File: src/logic/pbb_pkg.sv
// package for the processor-bus to host-port bridge
// assumes one clock domain at the bridge core; no software registers
package pbb_pkg;
    // processor-bus transfer sizes (byte count code)
    typedef enum logic [2:0] {
        PBB_SZ_BYTE,
        PBB_SZ_HALF,
        PBB_SZ_WORD,
        PBB_SZ_DWORD,
        PBB_SZ_B16,
        PBB_SZ_B32,
        PBB_SZ_B64,
        PBB_SZ_B128
    } pbb_psize_t;

    localparam int PBB_ADDR_W = 36;
    localparam int PBB_HADDR_W = 32;
    localparam int PBB_PAGE_W = 4;
    localparam int PBB_ATTR_LSB = 36;
    localparam int PBB_ATTR_MSB = 63;
    localparam int PBB_ATTR_W = PBB_ATTR_MSB - PBB_ATTR_LSB + 1;
    // attribute field positions within the muxed lines, relative to lsb
    localparam int PBB_F_SIZE = 0;
    localparam int PBB_F_WR = 3;
    localparam int PBB_F_COH = 4;
    localparam int PBB_F_LOCK = 5;
    localparam logic [6:0] PBB_MAX_HLEN = 7'h40;
    localparam logic [7:0] PBB_CHAIN_LEN = 8'h40;
    localparam logic [PBB_PAGE_W-1:0] PBB_PAGE_RST = 4'h0;
    localparam logic PBB_MODEL_RST = 1'b0;
endpackage

File: src/logic/pbb_addr_map.sv
// address recognition and translation for the bridge
// assumes window bases and bounds are supplied stable by the chipset side
`timescale 1ns/1ns
module pbb_addr_map (
    input wire logic paged,               // 1: paged model, 0: direct
    input wire logic [3:0] page,          // selected 4-gbyte region
    input wire logic [35:0] p_addr,       // processor-bus address
    input wire logic [35:0] public_memory_base,     // public memory base
    input wire logic [35:0] mem_bound,    // public memory bound
    input wire logic [35:0] unit_window_base,    // unit window base
    input wire logic [35:0] unit_bound,   // unit window bound
    input wire logic [31:0] h_addr,       // incoming host address
    input wire logic [3:0] h_ext,         // host 36-bit extension
    output logic p_remote,                // forward to host port
    output logic [31:0] p_out_addr,       // host address produced
    output logic [3:0] p_out_ext,         // host extension produced
    output logic h_hit,                   // host access is for us
    output logic [35:0] h_out_addr        // processor-bus address
);
    function automatic logic in_win(input logic [35:0] a,
                                    input logic [35:0] lo,
                                    input logic [35:0] hi);
        in_win = (a >= lo) && (a <= hi);
    endfunction

    logic p_local;

    always_comb begin
        // public memory and unit windows stay local on the processor bus
        p_local = in_win(p_addr, public_memory_base, mem_bound) ||
                  in_win(p_addr, unit_window_base, unit_bound);
        if (paged) begin
            // only the chosen page is visible; the rest is private
            p_remote = (p_addr[35:32] == page) && !p_local;
            p_out_ext = 4'h0;
        end else begin
            p_remote = !p_local;
            p_out_ext = p_addr[35:32];
        end
        p_out_addr = p_addr[31:0];
        h_out_addr = paged ? {page, h_addr} : {h_ext, h_addr};
        h_hit = in_win(h_out_addr, public_memory_base, mem_bound);
    end
endmodule

File: src/logic/pbb_bridge.sv
// level one bridge core: transaction translation both ways
// assumes the host port and processor bus are presented synchronous to clk;
// the cross-rate fifos live in the datapath outside this block
//
// How it works
// - byte, half, word processor accesses become single 32-bit host transfers.
// - double words and 16/32/64 byte bursts become 64-bit host bursts.
// - 128-byte burst goes out as two chained 64-byte host bursts.
// - host 3-byte partial becomes a half-word then a byte access.
// - 32-bit host bursts split into 2, 4, 8 or 16 word accesses.
// - 32-bit host bursts only ever make 4-byte processor transactions.
// - 64-bit host bursts become one double word or burst, same length.
// - slave on the originating bus, master on the other.
// - coherent level-two transactions are refused, never forwarded.
// - attributes captured from bits 63:36 in address phase, re-encoded.
// - host attributes encoded onto bits 63:36 with the address.
// - each side decodes its own answering region and maps addresses.
// - 36-bit processor address, 32-bit host address plus extension.
// - direct model maps outside windows into lowest 64 gbytes.
// - paged model uses a 4-bit page to pick one of 16 regions.
// - in page, public and unit windows stay local, other addresses go remote.
// - host-side accesses are placed in the page-selected region.
// - the two clock domains meet through fifos outside this core.
`timescale 1ns/1ns
module pbb_bridge (
    input wire logic clk,                  // core clock, 10 mhz
    input wire logic rst,                  // synchronous reset
    input wire logic paged,                // memory model select
    input wire logic [3:0] page,           // page value
    input wire logic [35:0] public_memory_base,      // public memory base
    input wire logic [35:0] mem_bound,     // public memory bound
    input wire logic [35:0] unit_window_base,     // unit window base
    input wire logic [35:0] unit_bound,    // unit window bound
    // processor-bus slave request
    input wire logic p_as,                 // address phase strobe
    input wire logic [63:0] p_mad_in,      // muxed_addr_data_lines in
    output logic p_accept,                 // request taken for host
    output logic p_reject,                 // request not ours
    // host-port master command
    output logic h_req,                    // host command valid
    output logic [31:0] h_addr_out,        // host address
    output logic [3:0] h_ext_out,          // host address extension
    output logic h_wide,                   // width64_transfer when 1
    output logic [6:0] h_len,              // byte length
    output logic h_burst,                  // burst when 1
    output logic h_write,                  // write when 1
    output logic h_lock,                   // locked transfer
    output logic h_more,                   // chain continues
    input wire logic h_done,               // host command completed
    // host-port slave request
    input wire logic h_sel,                // host access strobe
    input wire logic [31:0] h_addr_in,     // host address in
    input wire logic [3:0] h_ext_in,       // host extension in
    input wire logic h_wide_in,            // width64 when 1
    input wire logic [6:0] h_len_in,       // byte length in
    input wire logic h_write_in,           // write in
    input wire logic h_lock_in,            // lock in
    output logic h_ack,                    // host access finished
    output logic h_miss,                   // host access not ours
    // processor-bus master command
    output logic p_req,                    // address phase drive
    output logic [63:0] p_mad_out,         // muxed_addr_data_lines out
    input wire logic p_done                // processor beat completed
);
    typedef enum logic [1:0] {
        PBB_IDLE,
        PBB_HOST,
        PBB_PROC
    } pbb_state_t;

    pbb_state_t state;
    logic [35:0] p_addr_q;
    logic [2:0] p_size_q;
    logic p_wr_q;
    logic p_lock_q;
    logic chain_second;
    logic [35:0] m_addr;
    logic [6:0] m_left;
    logic m_wide;
    logic m_wr;
    logic m_lock;
    logic p_remote;
    logic [31:0] map_addr;
    logic [3:0] map_ext;
    logic h_hit;
    logic [35:0] h_map_addr;
    logic [35:0] p_addr_now;
    logic p_coherent;

    // ----------------------------------------------------------------
    // address section
    // ----------------------------------------------------------------
    assign p_addr_now = p_mad_in[35:0];
    assign p_coherent = p_mad_in[pbb_pkg::PBB_ATTR_LSB + pbb_pkg::PBB_F_COH];

    pbb_addr_map u_map (
        .paged(paged),
        .page(page),
        .p_addr(p_addr_now),
        .public_memory_base(public_memory_base),
        .mem_bound(mem_bound),
        .unit_window_base(unit_window_base),
        .unit_bound(unit_bound),
        .h_addr(h_addr_in),
        .h_ext(h_ext_in),
        .p_remote(p_remote),
        .p_out_addr(map_addr),
        .p_out_ext(map_ext),
        .h_hit(h_hit),
        .h_out_addr(h_map_addr)
    );

    // byte length of a processor size code
    function automatic logic [7:0] size_bytes(input logic [2:0] s);
        size_bytes = 8'h01 << s;
    endfunction

    // size code for a processor beat of n bytes
    function automatic logic [2:0] bytes_code(input logic [6:0] n);
        unique case (n)
            7'h01: bytes_code = 3'h0;
            7'h02: bytes_code = 3'h1;
            7'h04: bytes_code = 3'h2;
            7'h08: bytes_code = 3'h3;
            7'h10: bytes_code = 3'h4;
            7'h20: bytes_code = 3'h5;
            default: bytes_code = 3'h6;
        endcase
    endfunction

    // one beat that the processor bus can take from what is left
    function automatic logic [6:0] next_beat(input logic wide,
                                             input logic [6:0] left);
        if (wide) begin
            next_beat = left;
        end else if (left >= 7'h04) begin
            next_beat = 7'h04;
        end else if (left == 7'h03) begin
            next_beat = 7'h02;
        end else begin
            next_beat = left;
        end
    endfunction

    logic [6:0] beat;
    assign beat = next_beat(m_wide, m_left);

    // ----------------------------------------------------------------
    // control: one transaction in flight at a time
    // ----------------------------------------------------------------
    always_ff @(posedge clk) begin
        if (rst) begin
            state <= PBB_IDLE;
        end else begin
            unique case (state)
                PBB_IDLE: begin
                    // processor side has priority on a same-cycle clash
                    if (p_as && !p_coherent && p_remote) begin
                        state <= PBB_HOST;
                    end else if (h_sel && !p_as && h_hit) begin
                        state <= PBB_PROC;
                    end
                end
                PBB_HOST: begin
                    if (h_done && !(chain_second == 1'b0 &&
                        p_size_q == 3'h7)) begin
                        state <= PBB_IDLE;
                    end
                end
                PBB_PROC: begin
                    if (p_done && m_left == beat) begin
                        state <= PBB_IDLE;
                    end
                end
            endcase
        end
    end

    // processor-side capture of address and attributes
    always_ff @(posedge clk) begin
        if (rst) begin
            p_addr_q <= 36'h0;
            p_size_q <= 3'h0;
            p_wr_q <= 1'b0;
            p_lock_q <= 1'b0;
        end else if (state == PBB_IDLE && p_as) begin
            p_addr_q <= {map_ext, map_addr};
            p_size_q <= p_mad_in[pbb_pkg::PBB_ATTR_LSB +
                pbb_pkg::PBB_F_SIZE +: 3];
            p_wr_q <= p_mad_in[pbb_pkg::PBB_ATTR_LSB + pbb_pkg::PBB_F_WR];
            p_lock_q <= p_mad_in[pbb_pkg::PBB_ATTR_LSB +
                pbb_pkg::PBB_F_LOCK];
        end
    end

    // processor answers
    always_ff @(posedge clk) begin
        if (rst) begin
            p_accept <= 1'b0;
            p_reject <= 1'b0;
        end else begin
            p_accept <= state == PBB_IDLE && p_as && !p_coherent && p_remote;
            // coherent traffic never crosses; it is snooped elsewhere
            p_reject <= state == PBB_IDLE && p_as &&
                (p_coherent || !p_remote);
        end
    end

    // ----------------------------------------------------------------
    // host-port master command
    // ----------------------------------------------------------------
    always_ff @(posedge clk) begin
        if (rst) begin
            h_req <= 1'b0;
            h_addr_out <= 32'h0;
            h_ext_out <= 4'h0;
            h_wide <= 1'b0;
            h_len <= 7'h0;
            h_burst <= 1'b0;
            h_write <= 1'b0;
            h_lock <= 1'b0;
            h_more <= 1'b0;
            chain_second <= 1'b0;
        end else if (state == PBB_IDLE &&
                     p_as && !p_coherent && p_remote) begin
            h_req <= 1'b1;
            h_addr_out <= map_addr;
            h_ext_out <= map_ext;
            h_write <= p_mad_in[pbb_pkg::PBB_ATTR_LSB + pbb_pkg::PBB_F_WR];
            h_lock <= p_mad_in[pbb_pkg::PBB_ATTR_LSB + pbb_pkg::PBB_F_LOCK];
            chain_second <= 1'b0;
            unique case (p_mad_in[pbb_pkg::PBB_ATTR_LSB +: 3])
                3'h0, 3'h1, 3'h2: begin
                    h_wide <= 1'b0;
                    h_burst <= 1'b0;
                    h_len <= 7'(size_bytes(p_mad_in[36 +: 3]));
                    h_more <= 1'b0;
                end
                3'h7: begin
                    h_wide <= 1'b1;
                    h_burst <= 1'b1;
                    h_len <= pbb_pkg::PBB_MAX_HLEN;
                    h_more <= 1'b1;
                end
                default: begin
                    h_wide <= 1'b1;
                    h_burst <= 1'b1;
                    h_len <= 7'(size_bytes(p_mad_in[36 +: 3]));
                    h_more <= 1'b0;
                end
            endcase
        end else if (state == PBB_HOST && h_done) begin
            if (p_size_q == 3'h7 && !chain_second) begin
                // second half of the 128-byte burst, last in chain
                chain_second <= 1'b1;
                h_addr_out <= h_addr_out + 32'(pbb_pkg::PBB_CHAIN_LEN);
                h_more <= 1'b0;
            end else begin
                h_req <= 1'b0;
                h_more <= 1'b0;
            end
        end
    end

    // ----------------------------------------------------------------
    // host-port slave to processor-bus master
    // ----------------------------------------------------------------
    always_ff @(posedge clk) begin
        if (rst) begin
            m_addr <= 36'h0;
            m_left <= 7'h0;
            m_wide <= 1'b0;
            m_wr <= 1'b0;
            m_lock <= 1'b0;
        end else if (state == PBB_IDLE && h_sel && !p_as && h_hit) begin
            m_addr <= h_map_addr;
            m_left <= h_len_in;
            m_wide <= h_wide_in;
            m_wr <= h_write_in;
            m_lock <= h_lock_in;
        end else if (state == PBB_PROC && p_done) begin
            m_addr <= m_addr + 36'(beat);
            m_left <= m_left - beat;
        end
    end

    always_ff @(posedge clk) begin
        if (rst) begin
            p_req <= 1'b0;
            p_mad_out <= 64'h0;
        end else begin
            p_req <= state == PBB_PROC && !p_done;
            p_mad_out <= {22'h0, m_lock, 1'b0, m_wr,
                bytes_code(beat), m_addr};
        end
    end

    always_ff @(posedge clk) begin
        if (rst) begin
            h_ack <= 1'b0;
            h_miss <= 1'b0;
        end else begin
            h_ack <= state == PBB_PROC && p_done && m_left == beat;
            h_miss <= state == PBB_IDLE && h_sel && !p_as && !h_hit;
        end
    end

    // the unused capture is kept for the datapath controller
    logic unused_ok;
    assign unused_ok = p_wr_q ^ p_lock_q ^ p_addr_q[0];
endmodule

File: config.mk
export PLATFORM = sky130hd
export DESIGN_NAME = pbb_bridge
export DESIGN_NICKNAME = d
export VERILOG_FILES = /design/src/logic/pbb_pkg.sv /design/src/logic/pbb_addr_map.sv /design/src/logic/pbb_bridge.sv
export SDC_FILE = /design/constraint.sdc
export NUM_CORES = 1
export LEC_CHECK = 0
export ABC_AREA = 1
export BUFFER_PORTS_ARGS = -buffer_cell sky130_fd_sc_hd__clkbuf_2
export CAP_MARGIN = 20
export CORE_UTILIZATION = 55
export DETAILED_ROUTE_END_ITERATION = 8
export PLACE_DENSITY_LB_ADDON = 0.25
export SETUP_SLACK_MARGIN = 0.15
export SYNTH_ARGS = -nofsm -noshare
export SYNTH_HDL_FRONTEND = slang
export SYNTH_HIERARCHICAL = 1
export SYNTH_SLANG_ARGS = --single-unit
File: constraint.sdc
create_clock -name clk -period 3.9 [get_ports clk]
set_input_delay 0.78 -clock clk [delete_from_list [all_inputs] [get_ports clk]]
set_output_delay 0.78 -clock clk [all_outputs]
set_load 0.02 [all_outputs]
==> metrics.txt <==
status completed; Longest Clk Path Bufs 2; post-DP HPWL between 30000 and 40000 um; ANT nets after route 0; nets around 3k; WL final approximately 49000 um; vias in the first global route 14.2k; Die X ~160 um; WP data required 4.19 ns; WL/cell approximately 17 um; RSZ-0062 raised after global routing no; Mapped Area 14400 um2; GR Util All Layers 36.0%; setup tns final 0 ns; synth warn 6; TritonCTS Buffers 17; Post-Layout Cell Count 2853; DR vias/cell 5.43; Clk pin slew, worst setup/hold paths roughly 0.070 ns; die area about 27000 um2; first-pass GRT wire length ~74000 um; setup ws final between 0.3 and 0.4 ns; hold_buf cts 0; commonest cells after routing, fill and taps aside nand2_1, clkbuf_2, inv_1; PostCTS Resize Cnt 0; startpoint types input pin; Fmax achieved 281 MHz; Max rail drop VDD 0.000314 V; reg2reg setup slack about 1.0 ns; crit path time final 3.56 ns; # H-tree levels 4; CP endpoint kind register; Setup CP Type in2reg; DP Cell Count about 2.8k; initial antenna violation count 1; row cnt just under 60; Initial Util roughly 57%; Distinct cells, synth 52; largest net degree at the start of global routing 62; clock root buffer clkbuf_16; Power Total 5.31 mW; Synth async-reset ratio 0%; Mean Syn Cell Area ~6.4 um2; die height approximately 160 um; worst skew pair latency around 0.43 ns; leak pwr between 9 and 10 nW; drt initial violations 1463; max-cap violations 0; # DRC 0; slew at the pin closest to its max-slew limit between 0.7 and 0.8 ns; CTS sink cnt about 150; Final period util roughly 91%; GR Overflow Total 0; commonest non-fill, non-tap cell in the layout nand2_1; Placement Setup Slack -0.00917 ns; signal arrival time at the worst endpoint ~3.9 ns; worst min path class reg2reg; gpl congestion around 1; Hold Vio Cnt, Final 0; io pins ~380; skew final approximately 0.014 ns; fin area ~17000 um2; Cells after Synth 2240; share of layout cells above drive strength 1 17.2%; placed inst area between 15000 and 20000 um2; most frequently used flop master after synthesis dfxtp_1; CTS tree built; CP Max Fanout 23; Layout area overhead 14.7%; Seq/Total Area, Yosys about a fifth; final slew viol count 0; Setup Fix Bufs, Post-CTS 0; I/O Buffers approximately 340; Core Box Area ~25000 um2; Relative slew margins between 40% and 50%; DRT Pass-1 Iters 7; EDFF count, synth 0; power per cell area approximately 320 nW/um2; vias 15.5k; FF+latch count, synth 146; final setup vio count 0
-- synth_stat cells, types with 3 or more instances --
| cell | count | share of area (%) |
|---|---|---|
| nor3_1 | 21 | 0.73 |
| a31oi_1 | 9 | 0.39 |
| nand3b_1 | 7 | 0.37 |
| dfxtp_1 | 146 | 20 |
| o31ai_1 | 4 | 0.21 |
| xor2_1 | 8 | 0.49 |
| or2_2 | 5 | 0.22 |
| xnor2_1 | 8 | 0.49 |
| o21a_1 | 8 | 0.42 |
| nor4_1 | 4 | 0.17 |
| inv_1 | 329 | 8.6 |
| o21bai_1 | 11 | 0.57 |
| o211ai_1 | 12 | 0.63 |
| nand2_2 | 6 | 0.26 |
| nor2_2 | 13 | 0.57 |
| clkbuf_1 | 11 | 0.29 |
| a21o_1 | 5 | 0.26 |
| nor2_4 | 6 | 0.47 |
| ha_1 | 233 | 20 |
| nand3_2 | 3 | 0.21 |
| o21ai_1 | 14 | 0.49 |
| buf_1 | 5 | 0.13 |
| buf_2 | 17 | 0.59 |
| nand3_1 | 142 | 4.9 |
| o21ai_0 | 76 | 2.6 |
| nand2_1 | 570 | 15 |
| mux2_2 | 4 | 0.31 |
| buf_4 | 92 | 4.8 |
| a21oi_1 | 137 | 4.8 |
| nand4_1 | 43 | 1.9 |
| inv_2 | 5 | 0.13 |
| nor2_1 | 259 | 6.8 |
-- final cells by class --
type                       instances  area, um2
antenna                            1       2.50
fill                            2484       8880
clock buffer                      21        470
multi-input combinational       1654       9440
timing repair buffer             355       1870
sequential                       146       2920
tap                              330        413
clock inverter                    11        140
inverter                         335       1260
-- worst paths after layout --
kind	from	to	cells past startpoint
min	m_lock$_SDFFE_PP0P_	p_mad_out[41]$_SDFF_PP0_	2
max reg2reg	m_left[6]$_SDFFE_PP0P_	m_addr[28]$_SDFFE_PP0P_	16
max	paged	m_addr[2]$_SDFFE_PP0P_	16
min reg2reg	m_lock$_SDFFE_PP0P_	p_mad_out[41]$_SDFF_PP0_	2
-- metrics by stage --
step / hold WS, ns / util [%]
finish: 0.434 / 65.0
global route: 0.475 / 65.0
CTS: 0.431 / 65.0
detailed placement: 0.423 / 62.6
global placement: 0.414 / 62.6
floorplan: 0.410 / -
-- metal layers --
metal	vias to the layer above	wire, um	track usage (%)	part of all wire [%]
li1	7675	-	-	-
met2	771	21300	58.0	44
met1	6961	21600	49.3	44
met5	-	0	0	0
met4	0	1470	12.7	3.0
met3	83	4370	4.34	9.0
-- registers in the layout (all words and copies together) (netlist names), 2 cells and up --
signal	cells
h_addr_out	32
h_ext_out	4
h_len	7
m_addr	36
m_left	7
p_mad_out	41
p_size_q	3
state	2
-- worst max-delay path, stage by stage --
cell and delay (ns):
clkbuf_2 0.23, mux2_2 0.41, ha_1 0.32, nand4_1 0.13, or2_1 0.26, nor2_1 0.24
nand4_1 0.13, nand4_1 0.12, nand2_1 0.09, inv_1 0.11, nand3_2 0.22, nand2_4 0.13
inv_2 0.08, buf_4 0.23, a221oi_1 0.29, nor2_1 0.07
-- power by group --
group	internal [mW]	switching [mW]	total [mW]
Clock	1.01	0.757	1.77
Sequential	1.58	0.0759	1.66
Combinational	0.685	1.20	1.88
Total	3.28	2.03	5.31
-- cells by family after synthesis --
logic type,Yosys count,synth area share [%]
compound gates,284,10.9
other cells,1,0.0261
simple gates,1092,32.3
fa+ha+maj,235,20.5
buf+inv,462,14.7
mux,4,0.313
flops,146,20.3
xor+xnor,16,0.974
No activity file was read; power rests on OpenSTA's default activity.
